===== src/fst_cfg.svh =====
`ifndef FST_CFG_SVH
`define FST_CFG_SVH
// ************************************************************
// register offsets
// ************************************************************
`define FST_A_CTRL 6'h00
`define FST_A_FAIL 6'h04
`define FST_A_PB1 6'h08
`define FST_A_TI1 6'h0c
`define FST_A_TD1 6'h10
`define FST_A_PB2 6'h14
`define FST_A_TI2 6'h18
`define FST_A_TD2 6'h1c
`define FST_A_STAT 6'h20
// ************************************************************
// control field positions
// ************************************************************
`define FST_B_SELF 0
`define FST_B_MAN 1
`define FST_B_CAL 2
`define FST_B_SLEEP 3
`define FST_B_DIR 4
`define FST_B_COOLING_FUNCTION 5
`define FST_B_BP1 6
`define FST_B_BP2 7
`define FST_B_A1FS 8
`define FST_B_A2FS 9
`define FST_B_ALARM_ONE_FUNCTION 10
`define FST_B_ALARM_TWO_FUNCTION 12
`define FST_B_PVS 14
`define FST_B_SPS 16
// ************************************************************
// reset values and scaling
// ************************************************************
`define FST_CTRL_RST 18'h00000
`define FST_FAIL_RST 10'h000
`define FST_PB_RST 16'h00b4
`define FST_TI_RST 16'h0064
`define FST_TD_RST 16'h00fa
`define FST_FULL 10'h3e8
// ************************************************************
// timing
// ************************************************************
`define FST_CLK_MHZ 200
`define FST_PS_MS 2500
`define FST_SAMPLE_US 1
`define FST_AVG_SHIFT 4
`define FST_ST_SHIFT 4
`define FST_ST_REVS 4'h4
`endif


===== src/fst_pkg.sv =====
package fst_pkg;
	typedef enum logic [1:0] {
		FST_ST_IDLE = 2'b00,
		FST_ST_RUN  = 2'b01,
		FST_ST_DONE = 2'b11
	} fst_tune_e;
	typedef enum logic [1:0] {
		FST_AF_OTHER = 2'h0,
		FST_AF_LOOP  = 2'h1,
		FST_AF_SENS  = 2'h2,
		FST_AF_DWELL = 2'h3
	} fst_alm_e;
	typedef enum logic [1:0] {
		FST_PV_ONE = 2'h0,
		FST_PV_TWO = 2'h1,
		FST_PV_DIF = 2'h2,
		FST_PV_RDF = 2'h3
	} fst_pv_e;
	typedef enum logic [1:0] {
		FST_SP_INT = 2'h0,
		FST_SP_ONE = 2'h1,
		FST_SP_TWO = 2'h2,
		FST_SP_OTH = 2'h3
	} fst_sp_e;
endpackage : fst_pkg


===== src/fst_top.sv =====
// Operation
// RULE1: input one break fails when input one used
// RULE2: input two break fails when input two used
// RULE3: converter fault always enters failure mode
// RULE4: outputs transfer at power start, failure, manual, calibration
// RULE5: output one bumpless uses averaged control value
// RULE6: output one fixed setting drives output one
// RULE7: on-off output one: reverse off, direct on
// RULE8: cooling output two bumpless uses averaged value
// RULE9: cooling output two fixed setting drives output
// RULE10: alarms take own fail state in failure
// RULE11: loop or sensor break alarms forced on
// RULE12: dwell timer alarm keeps normal behaviour
// RULE13: only failure mode transfers the alarms
// RULE14: output two bumpless only when cooling
// RULE15: transfer switches to open loop control
// RULE16: self-tune perturbs, keeps or reverses direction; default off
// RULE17: tuned values stored into event-selected set
// RULE18: completion clears self-tune enable
// RULE19: self-tune stops at once on disable conditions
// RULE20: autotune results seed self-tune values
// RULE21: self-tune stays pid, tolerates set-point changes
// RULE22: on-off output one never enters manual
// RULE23: running average kept during closed loop
`timescale 1ns/1ps
`include "fst_cfg.svh"
module fst_top #(
	parameter int PS_CYC = `FST_PS_MS * `FST_CLK_MHZ * 1000
) (
	input  wire logic        ref_clk,
	input  wire logic        rst,
	input  wire logic [5:0]  reg_addr,
	input  wire logic [31:0] reg_wdata,
	input  wire logic        reg_write,
	input  wire logic        reg_read,
	output logic      [31:0] reg_rdata,
	input  wire logic        input_one_break_error,
	input  wire logic        input_two_break_error,
	input  wire logic        converter_fault_error,
	input  wire logic        event_set_select,
	input  wire logic [9:0]  control_var_first,
	input  wire logic [9:0]  control_var_second,
	input  wire logic        alarm_one_normal,
	input  wire logic        alarm_two_normal,
	input  wire logic        loop_break,
	input  wire logic        pid_cycle,
	input  wire logic [15:0] control_cost,
	input  wire logic        autotune_done,
	input  wire logic [15:0] autotune_pb,
	input  wire logic [15:0] autotune_ti,
	input  wire logic [15:0] autotune_td,
	output logic      [9:0]  out_one_level,
	output logic      [9:0]  out_two_level,
	output logic             alarm_one,
	output logic             alarm_two,
	output logic             open_loop,
	output logic             failure_mode,
	output logic      [15:0] pid_prop_band,
	output logic      [15:0] pid_integral_time,
	output logic      [15:0] pid_derivative_time
);
	localparam int SAMPLE_CYC = `FST_SAMPLE_US * `FST_CLK_MHZ;

	// ************************************************************
	// pin synchronisers
	// ************************************************************
	logic [3:0] pin_raw;
	logic [3:0] pin_meta;
	logic [3:0] pin_sync;

	assign pin_raw = {event_set_select, converter_fault_error,
		input_two_break_error, input_one_break_error};

	genvar gi;
	generate
		for (gi = 0; gi < 4; gi++) begin : g_sync
			always_ff @(posedge ref_clk or posedge rst) begin
				if (rst) begin
					pin_meta[gi] <= 1'b0;
					pin_sync[gi] <= 1'b0;
				end else begin
					pin_meta[gi] <= pin_raw[gi];
					pin_sync[gi] <= pin_meta[gi];
				end
			end
		end
	endgenerate

	logic sb_one;
	logic sb_two;
	logic adc_fault;
	logic set_sel;

	assign sb_one    = pin_sync[0];
	assign sb_two    = pin_sync[1];
	assign adc_fault = pin_sync[2];
	assign set_sel   = pin_sync[3];

	// ************************************************************
	// registers
	// ************************************************************
	logic [17:0] ctrl;
	logic [9:0]  fix_one;
	logic [9:0]  fix_two;
	logic [15:0] pb [2];
	logic [15:0] ti [2];
	logic [15:0] td [2];
	logic        tune_done;
	logic        tune_active;
	logic [15:0] work_pb;
	logic [15:0] work_ti;
	logic [15:0] work_td;
	logic        at_load;

	// self-tune enable resets to disabled; a same-cycle write to the control or failure-value register wins
	always_ff @(posedge ref_clk or posedge rst) begin
		if (rst) begin
			ctrl    <= `FST_CTRL_RST; // RULE16
			fix_one <= `FST_FAIL_RST;
			fix_two <= `FST_FAIL_RST;
		end else if (reg_write && reg_addr == `FST_A_CTRL) begin
			ctrl <= reg_wdata[17:0];
		end else if (reg_write && reg_addr == `FST_A_FAIL) begin
			fix_one <= reg_wdata[9:0];
			fix_two <= reg_wdata[25:16];
		end else if (tune_done) begin
			ctrl[`FST_B_SELF] <= 1'b0; // RULE18
		end
	end

	// the event input picks which set receives tuning results
	always_ff @(posedge ref_clk or posedge rst) begin
		if (rst) begin
			pb <= '{`FST_PB_RST, `FST_PB_RST};
			ti <= '{`FST_TI_RST, `FST_TI_RST};
			td <= '{`FST_TD_RST, `FST_TD_RST};
		end else if (tune_done) begin
			pb[set_sel] <= work_pb; // RULE17
			ti[set_sel] <= work_ti;
			td[set_sel] <= work_td;
		end else if (autotune_done) begin
			pb[set_sel] <= autotune_pb;
			ti[set_sel] <= autotune_ti;
			td[set_sel] <= autotune_td;
		end else if (reg_write) begin
			if (reg_addr == `FST_A_PB1) begin
				pb[0] <= reg_wdata[15:0];
			end else if (reg_addr == `FST_A_TI1) begin
				ti[0] <= reg_wdata[15:0];
			end else if (reg_addr == `FST_A_TD1) begin
				td[0] <= reg_wdata[15:0];
			end else if (reg_addr == `FST_A_PB2) begin
				pb[1] <= reg_wdata[15:0];
			end else if (reg_addr == `FST_A_TI2) begin
				ti[1] <= reg_wdata[15:0];
			end else if (reg_addr == `FST_A_TD2) begin
				td[1] <= reg_wdata[15:0];
			end
		end
	end

	// ************************************************************
	// failure and transfer conditions
	// ************************************************************
	fst_pkg::fst_pv_e  pv_sel;
	fst_pkg::fst_sp_e  sp_sel;
	fst_pkg::fst_alm_e fn_one;
	fst_pkg::fst_alm_e fn_two;
	logic              used_one;
	logic              used_two;
	logic              next_failure;
	logic              onoff_one;
	logic              manual_active;
	logic              power_start;
	logic              transfer;
	logic [28:0]       ps_cnt;

	assign pv_sel = fst_pkg::fst_pv_e'(ctrl[`FST_B_PVS +: 2]);
	assign sp_sel = fst_pkg::fst_sp_e'(ctrl[`FST_B_SPS +: 2]);
	assign fn_one = fst_pkg::fst_alm_e'(ctrl[`FST_B_ALARM_ONE_FUNCTION +: 2]);
	assign fn_two = fst_pkg::fst_alm_e'(ctrl[`FST_B_ALARM_TWO_FUNCTION +: 2]);

	// break thresholds are judged by the input stage before the flag
	assign used_one = pv_sel != fst_pkg::FST_PV_TWO || sp_sel == fst_pkg::FST_SP_ONE;
	assign used_two = pv_sel != fst_pkg::FST_PV_ONE || sp_sel == fst_pkg::FST_SP_TWO;
	assign next_failure = (sb_one && used_one) // RULE1
		|| (sb_two && used_two) // RULE2
		|| adc_fault; // RULE3

	assign onoff_one     = pb[set_sel] == 16'h0000;
	assign manual_active = ctrl[`FST_B_MAN] && !onoff_one; // RULE22
	assign transfer      = power_start || failure_mode || manual_active
		|| ctrl[`FST_B_CAL]; // RULE4

	always_ff @(posedge ref_clk or posedge rst) begin
		if (rst) begin
			failure_mode <= 1'b0;
		end else begin
			failure_mode <= next_failure;
		end
	end

	// long count; shorten PS_CYC in simulation
	always_ff @(posedge ref_clk or posedge rst) begin
		if (rst) begin
			ps_cnt      <= 29'h0000000;
			power_start <= 1'b1;
		end else if (power_start) begin
			ps_cnt      <= ps_cnt + 29'h0000001;
			power_start <= ps_cnt != 29'(PS_CYC - 1); // RULE4
		end
	end

	// ************************************************************
	// averaging of control variables
	// ************************************************************
	logic [7:0] smp_cnt;
	logic       sample;
	logic [9:0] avg_one;
	logic [9:0] avg_two;

	always_ff @(posedge ref_clk or posedge rst) begin
		if (rst) begin
			smp_cnt <= 8'h00;
			sample  <= 1'b0;
		end else begin
			sample  <= smp_cnt == 8'(SAMPLE_CYC - 1);
			smp_cnt <= (smp_cnt == 8'(SAMPLE_CYC - 1)) ? 8'h00 : smp_cnt + 8'h01;
		end
	end

	fst_avg u_avg_one (
		.ref_clk (ref_clk),
		.rst     (rst),
		.sample  (sample),
		.hold    (transfer),
		.value   (control_var_first),
		.average (avg_one)
	);

	fst_avg u_avg_two (
		.ref_clk (ref_clk),
		.rst     (rst),
		.sample  (sample),
		.hold    (transfer),
		.value   (control_var_second),
		.average (avg_two)
	);

	// ************************************************************
	// output and alarm transfer
	// ************************************************************
	logic cooling_function;

	assign cooling_function = ctrl[`FST_B_COOLING_FUNCTION];

	// bumpless holds only while the load is steady; alarms should back it
	always_ff @(posedge ref_clk or posedge rst) begin
		if (rst) begin
			out_one_level <= 10'h000;
			out_two_level <= 10'h000;
			open_loop     <= 1'b1;
		end else begin
			open_loop <= transfer; // RULE15
			if (!transfer) begin
				out_one_level <= control_var_first;
			end else if (onoff_one) begin
				out_one_level <= ctrl[`FST_B_DIR] ? `FST_FULL : 10'h000; // RULE7
			end else if (ctrl[`FST_B_BP1]) begin
				out_one_level <= avg_one; // RULE5
			end else begin
				out_one_level <= fix_one; // RULE6
			end
			if (!transfer || !cooling_function) begin
				out_two_level <= control_var_second; // RULE14
			end else if (ctrl[`FST_B_BP2]) begin
				out_two_level <= avg_two; // RULE8
			end else begin
				out_two_level <= fix_two; // RULE9
			end
		end
	end

	always_ff @(posedge ref_clk or posedge rst) begin
		if (rst) begin
			alarm_one <= 1'b0;
			alarm_two <= 1'b0;
		end else begin
			if (!failure_mode || fn_one == fst_pkg::FST_AF_DWELL) begin
				alarm_one <= alarm_one_normal; // RULE12 RULE13
			end else if (fn_one == fst_pkg::FST_AF_LOOP || fn_one == fst_pkg::FST_AF_SENS) begin
				alarm_one <= 1'b1; // RULE11
			end else begin
				alarm_one <= ctrl[`FST_B_A1FS]; // RULE10
			end
			if (!failure_mode || fn_two == fst_pkg::FST_AF_DWELL) begin
				alarm_two <= alarm_two_normal; // RULE12 RULE13
			end else if (fn_two == fst_pkg::FST_AF_LOOP || fn_two == fst_pkg::FST_AF_SENS) begin
				alarm_two <= 1'b1; // RULE11
			end else begin
				alarm_two <= ctrl[`FST_B_A2FS]; // RULE10
			end
		end
	end

	// ************************************************************
	// self-tuning
	// ************************************************************
	logic self_run;

	assign self_run = ctrl[`FST_B_SELF] && pb[set_sel] != 16'h0000
		&& ti[set_sel] != 16'h0000 && !loop_break && !failure_mode
		&& !manual_active && !ctrl[`FST_B_SLEEP] && !ctrl[`FST_B_CAL]; // RULE19

	// one cycle late so the stored autotune set is already in place
	always_ff @(posedge ref_clk or posedge rst) begin
		if (rst) begin
			at_load <= 1'b0;
		end else begin
			at_load <= autotune_done; // RULE20
		end
	end

	fst_tune u_tune (
		.ref_clk  (ref_clk),
		.rst      (rst),
		.run      (self_run),
		.cycle    (pid_cycle),
		.cost     (control_cost),
		.load     (at_load),
		.start_pb (pb[set_sel]),
		.start_ti (ti[set_sel]),
		.start_td (td[set_sel]),
		.work_pb  (work_pb),
		.work_ti  (work_ti),
		.work_td  (work_td),
		.active   (tune_active),
		.done     (tune_done)
	);

	always_ff @(posedge ref_clk or posedge rst) begin
		if (rst) begin
			pid_prop_band       <= 16'h0000;
			pid_integral_time   <= 16'h0000;
			pid_derivative_time <= 16'h0000;
		end else begin
			pid_prop_band       <= tune_active ? work_pb : pb[set_sel]; // RULE16
			pid_integral_time   <= tune_active ? work_ti : ti[set_sel];
			pid_derivative_time <= tune_active ? work_td : td[set_sel];
		end
	end

	// ************************************************************
	// register read
	// ************************************************************
	always_ff @(posedge ref_clk or posedge rst) begin
		if (rst) begin
			reg_rdata <= 32'h00000000;
		end else if (!reg_read) begin
			reg_rdata <= 32'h00000000;
		end else if (reg_addr == `FST_A_CTRL) begin
			reg_rdata <= {14'h0000, ctrl};
		end else if (reg_addr == `FST_A_FAIL) begin
			reg_rdata <= {6'h00, fix_two, 6'h00, fix_one};
		end else if (reg_addr == `FST_A_PB1) begin
			reg_rdata <= {16'h0000, pb[0]};
		end else if (reg_addr == `FST_A_TI1) begin
			reg_rdata <= {16'h0000, ti[0]};
		end else if (reg_addr == `FST_A_TD1) begin
			reg_rdata <= {16'h0000, td[0]};
		end else if (reg_addr == `FST_A_PB2) begin
			reg_rdata <= {16'h0000, pb[1]};
		end else if (reg_addr == `FST_A_TI2) begin
			reg_rdata <= {16'h0000, ti[1]};
		end else if (reg_addr == `FST_A_TD2) begin
			reg_rdata <= {16'h0000, td[1]};
		end else if (reg_addr == `FST_A_STAT) begin
			reg_rdata <= {26'h0000000, set_sel, tune_active, manual_active,
				power_start, transfer, failure_mode};
		end else begin
			reg_rdata <= 32'h00000000;
		end
	end
endmodule : fst_top


===== src/fst_avg.sv =====
`timescale 1ns/1ps
`include "fst_cfg.svh"
module fst_avg (
	input  wire logic       ref_clk,
	input  wire logic       rst,
	input  wire logic       sample,
	input  wire logic       hold,
	input  wire logic [9:0] value,
	output logic      [9:0] average
);
	// acc holds the average scaled by 2**shift, so no fraction is lost
	logic [13:0] acc;
	logic [14:0] next_acc;

	always_comb begin
		next_acc = {1'b0, acc} + {5'h00, value} - {5'h00, acc[13:`FST_AVG_SHIFT]};
	end

	// frozen while held, so the stored value is the one from before the upset
	always_ff @(posedge ref_clk or posedge rst) begin
		if (rst) begin
			acc <= 14'h0000;
		end else if (sample && !hold) begin
			acc <= next_acc[13:0]; // RULE23
		end
	end

	assign average = acc[13:`FST_AVG_SHIFT];
endmodule : fst_avg


===== src/fst_tune.sv =====
`timescale 1ns/1ps
`include "fst_cfg.svh"
module fst_tune (
	input  wire logic        ref_clk,
	input  wire logic        rst,
	input  wire logic        run,
	input  wire logic        cycle,
	input  wire logic [15:0] cost,
	input  wire logic        load,
	input  wire logic [15:0] start_pb,
	input  wire logic [15:0] start_ti,
	input  wire logic [15:0] start_td,
	output logic      [15:0] work_pb,
	output logic      [15:0] work_ti,
	output logic      [15:0] work_td,
	output logic             active,
	output logic             done
);
	fst_pkg::fst_tune_e state;
	logic               up;
	logic [15:0]        prev_cost;
	logic [3:0]         revs;
	logic               better;

	// a step proportional to the value keeps the perturbation gentle
	function automatic logic [15:0] nudge(input logic [15:0] v, input logic dir);
		logic [15:0] step;
		step = (v >> `FST_ST_SHIFT) + 16'h0001;
		if (dir) begin
			nudge = (v > 16'hffff - step) ? v : v + step;
		end else begin
			nudge = (v > step) ? v - step : v;
		end
	endfunction : nudge

	assign better = cost < prev_cost;
	assign active = (state == fst_pkg::FST_ST_RUN);

	always_ff @(posedge ref_clk or posedge rst) begin
		if (rst) begin
			state <= fst_pkg::FST_ST_IDLE;
			done  <= 1'b0;
		end else begin
			done <= 1'b0;
			case (state)
				fst_pkg::FST_ST_IDLE: begin
					if (run) begin
						state <= fst_pkg::FST_ST_RUN;
					end
				end
				fst_pkg::FST_ST_RUN: begin
					if (!run) begin
						state <= fst_pkg::FST_ST_IDLE; // RULE19
					end else if (cycle && !better && revs == `FST_ST_REVS - 4'h1) begin
						state <= fst_pkg::FST_ST_DONE;
						done  <= 1'b1; // RULE18
					end
				end
				default: begin
					state <= fst_pkg::FST_ST_IDLE;
				end
			endcase
		end
	end

	always_ff @(posedge ref_clk or posedge rst) begin
		if (rst) begin
			work_pb   <= 16'h0000;
			work_ti   <= 16'h0000;
			work_td   <= 16'h0000;
			up        <= 1'b1;
			prev_cost <= 16'hffff;
			revs      <= 4'h0;
		end else if (state == fst_pkg::FST_ST_IDLE || load) begin
			// autotune results become the new starting point
			work_pb   <= start_pb; // RULE20
			work_ti   <= start_ti;
			work_td   <= start_td;
			up        <= 1'b1;
			prev_cost <= 16'hffff;
			revs      <= 4'h0;
		end else if (active && cycle) begin
			// set-point moves are not watched; only the cost matters
			work_pb   <= nudge(work_pb, better ? up : !up); // RULE16 RULE21
			work_ti   <= nudge(work_ti, better ? up : !up);
			work_td   <= nudge(work_td, better ? up : !up);
			up        <= better ? up : !up;
			prev_cost <= cost;
			revs      <= better ? revs : revs + 4'h1;
		end
	end
endmodule : fst_tune


===== config.mk =====
export PLATFORM = sky130hd
export DESIGN_NAME = fst_top
export DESIGN_NICKNAME = d
export VERILOG_FILES = /design/src/fst_pkg.sv /design/src/fst_top.sv /design/src/fst_avg.sv /design/src/fst_tune.sv
export VERILOG_INCLUDE_DIRS = /design/src
export SDC_FILE = /design/constraint.sdc
export NUM_CORES = 1
export LEC_CHECK = 0
export ABC_AREA = 1
export BUFFER_PORTS_ARGS = -buffer_cell sky130_fd_sc_hd__buf_2
export CAP_MARGIN = 10
export CORE_UTILIZATION = 26
export CTS_CLUSTER_SIZE = 28
export DETAILED_ROUTE_END_ITERATION = 10
export GPL_ROUTABILITY_DRIVEN = 0
export GPL_TIMING_DRIVEN = 0
export HOLD_SLACK_MARGIN = 0.06
export PLACE_DENSITY_LB_ADDON = 0.08
export REMOVE_ABC_BUFFERS = 1
export SLEW_MARGIN = 0
export SYNTH_ARGS = -nofsm -noshare
export SYNTH_HDL_FRONTEND = slang
export SYNTH_SLANG_ARGS = --single-unit

===== constraint.sdc =====
create_clock -name ref_clk -period 12.54 [get_ports ref_clk]
set_clock_uncertainty 0.1 [all_clocks]
set_input_delay 0 -clock ref_clk [delete_from_list [all_inputs] [get_ports ref_clk]]
set_output_delay 0 -clock ref_clk [all_outputs]
set_load 0.01 [all_outputs]

==> metrics.cfg <==
[critical_path]
r2r_end=u_avg_one.acc[5]
timing.critical_path.required_ps=13000
critPathLaunchType=flop
reg2regPathDepth=14
timing.rr.start=set_sel
crit_fanout=78
arrival_ps=5500
crit_type=reg -> reg
critPathCaptureType=flop
r2r_setup_slack_ps=7500

[layout]
drive_gt1_share_pct=9.78
register_area_um2=9570
post-route-util_pct=32.5
nFillCells=11300
multiInputGateArea_um2=15000
layout.nets=4521
areaGrowthSynthToFinish_pct=24.0

[clocking]
clk_pin_slew_ps=60
clk_latency_ps=670
ctsLongestPathBuffers=3
numCtsBuffers=50
cts-root-buf=clkbuf_16
cts_tree=yes
htreeDepth=2
cts.sinks=380

[run]
drv_cap=0

[global_route]
grt_max_degree=113
grt-ovfl-total=0
antenna_found_initial=3
grt_pass1_vias=26600
grt_pass1_wl_mm=174
track_usage_pct=21.8

[route]
vias_per_cell=4.74
drt-wirelength-per-cell_um=20.6
postRouteAntennaNets=0
first_pass_iters=9
num_vias=26800
post-route-drc-count=2
drt_iter0_markers=2021
wl_mm=117

[sta]
slew_violations=0
whs_ps=99.4
fin_crit_sh_pct=40.2
rsz0062_at_grt=false
relSlewSlack_pct=22.6
worst_pin_slew_ps=1160
max_freq_mhz=199
hold_viol_final=0
min_period_ps=5040
setup_violations=0
setup_tns_ps=0

[die]
coreArea_um2=103000
floorplan.initialDensity_pct=26.2
pin_count=239
dieWidth_um=325
die_h_um=325
rows=118
dieArea_um2=106000

[worst_hold_path]
whs_endpoint=out_one_level[8]
worstHoldStart=control_var_first[8]
holdCritPathClass=in -> reg
worst_hold_path.num_cells=4

[logic_synthesis]
synthArstFlopShare_pct=100
avgSynthCellArea_um2=6.98
synth_edf_count=0
synth_warnings=0
ys_seq_area_share_pct=35.3
synth_top_flop_cell=dfrtp_1
syn_inst=3885
ys_ff_latch=380
synth_area_um2=27100
ys_types=53

[pwr]
p_leak_nw=17.1
ir_worst_vdd_mv=0.118
p_per_area_nw_per_um2=135
p_total_mw=4.54

[outcome]
violations=DRC
status=finished, violations left

[placed_design]
portBuffers=226
dp_hpwl_mm=87.4

## sequential cells by signal (all words and copies together), names as in the netlist, 10 cells and up
name,flops
reg_rdata,26
out_two_level,10
u_avg_two.acc,14
pid_derivative_time,16
out_one_level,10
u_tune.work_pb,16
ps_cnt,29
u_tune.work_td,16
ctrl,18
pid_integral_time,16
u_tune.prev_cost,16
pid_prop_band,16
fix_one,10
td,32
pb,32
fix_two,10
u_avg_one.acc,14
u_tune.work_ti,16
ti,32
## report_power, final
part	total [mW]	leakage [nW]	internal, mW	switching, mW
registers	1.53	4.59	1.37	0.162
logic	1.45	11.7	0.502	0.950
clock network	1.56	0.850	0.933	0.629
total	4.54	17.1	2.80	1.74
## metal layers
layer	up-vias	global-route usage, %	routed length (um)
met3	97	3.33	5930
met5	-	0	0
li1	13300	-	-
met1	12800	31.1	56000
met2	632	34.5	52300
met4	0	5.06	2450
## critical path, cell delays in order, from the launching register on
cell	delay, ps
dfrtp_4	1000
inv_2	510
nand2_1	150
nand2_1	170
nor2_1	140
nand2_1	80
nor2_1	300
nand2_1	500
nand2_1	210
nand2_2	360
inv_2	260
nand2_4	270
clkinv_2	410
o21ai_0	160
o22ai_1	140
## cells in the final DEF, fill, tap and decap left out, types with 10 or more instances in the layout
master	synthesis	layout
nand2_1	1118	1116
inv_1	502	499
o21ai_0	397	397
dfrtp_1	335	334
nor2_1	258	254
nand3_1	238	237
buf_2	31	226
a21oi_1	204	204
dlygate4sd3_1	0	203
ha_1	135	135
xor2_1	111	111
a22oi_1	59	59
clkbuf_16	0	51
nor3_1	51	50
dfstp_2	45	45
nand4_1	34	34
o211ai_1	27	27
fa_1	26	26
o21ai_1	26	25
clkbuf_1	118	15
o21a_1	14	14
o221ai_1	14	14
a31oi_1	13	13
xnor2_1	12	12
nor4_1	12	12
o21bai_1	11	11
clkbuf_8	0	10
## synth_stat cells (all sizes together) (4+ instances only)
library cell	number	share of area [%]
o21bai	11	0.30
nor2	263	3.7
inv	508	7.0
nand3	242	4.5
nor4	12	0.28
xnor2	12	0.39
a31oi	13	0.30
a22oi	59	1.6
dfrtp	335	31
buf	49	1.0
o21a	14	0.39
a21oi	206	3.8
o221ai	14	0.45
or2	5	0.12
o31ai	4	0.11
clkbuf	119	1.7
xor2	111	3.6
dfstp	45	4.4
nand2	1123	16
clkinv	5	0.074
mux2	4	0.17
nor3	51	0.94
o2111ai	4	0.13
o211ai	27	0.75
nand4	34	0.78
o22ai	8	0.18
ha	135	6.2
o21ai	423	7.8
fa	26	1.9
## worst max path at each step
stage          startpoint  slack [ps]               end
2_1_floorplan         rst        1960         adc_fault
3_3_place_gp          rst       -4280  pid_prop_band[8]
3_5_place_dp      set_sel        7510  u_avg_one.acc[5]
4_1_cts           set_sel        7470  u_avg_one.acc[5]
5_1_grt           set_sel        7110  u_avg_one.acc[5]
6_report          set_sel        7500  u_avg_one.acc[5]
## through the flow
step	std cells	setup WS, ps	area, um2
finish	5652	7500	33600
global placement	5328	-4280	29300
CTS	5645	7470	33600
detailed placement	5350	7510	29800
global route	5647	7110	33600
floorplan	3722	1960	26400
## timing repair
| action | in CTS | in global routing |
|---|---|---|
| setup buffers | 0 | 0 |
| gates resized for setup | 0 | 0 |
| setup endpoints to repair | 0 | 0 |
| hold buffers | 203 | 0 |
| hold endpoints to repair | 371 | 0 |
## logic make-up after synthesis
group	Yosys count	share of synthesized area, %
buffers and inverters	681	9.78
adder cells (fa/ha/maj)	161	8.15
XOR/XNOR	123	3.97
AO/OA/AOI/OAI	799	16.4
AND/OR/NAND/NOR	1736	26.2
other	1	0.0138
flip-flops	380	35.3
multiplexers	4	0.166
## final cells by class
| class | count | area share [%] |
|---|---|---|
| diodes | 7 | 0.0521 |
| clock buffers | 76 | 4.38 |
| clock inverters | 16 | 0.849 |
| inverters | 513 | 5.77 |
| multi-input cells | 2829 | 44.6 |
| flip-flops and latches | 380 | 28.5 |
| well taps | 1380 | 5.14 |
| repair buffers | 451 | 10.8 |
Power figures use the tool's default switching activity.
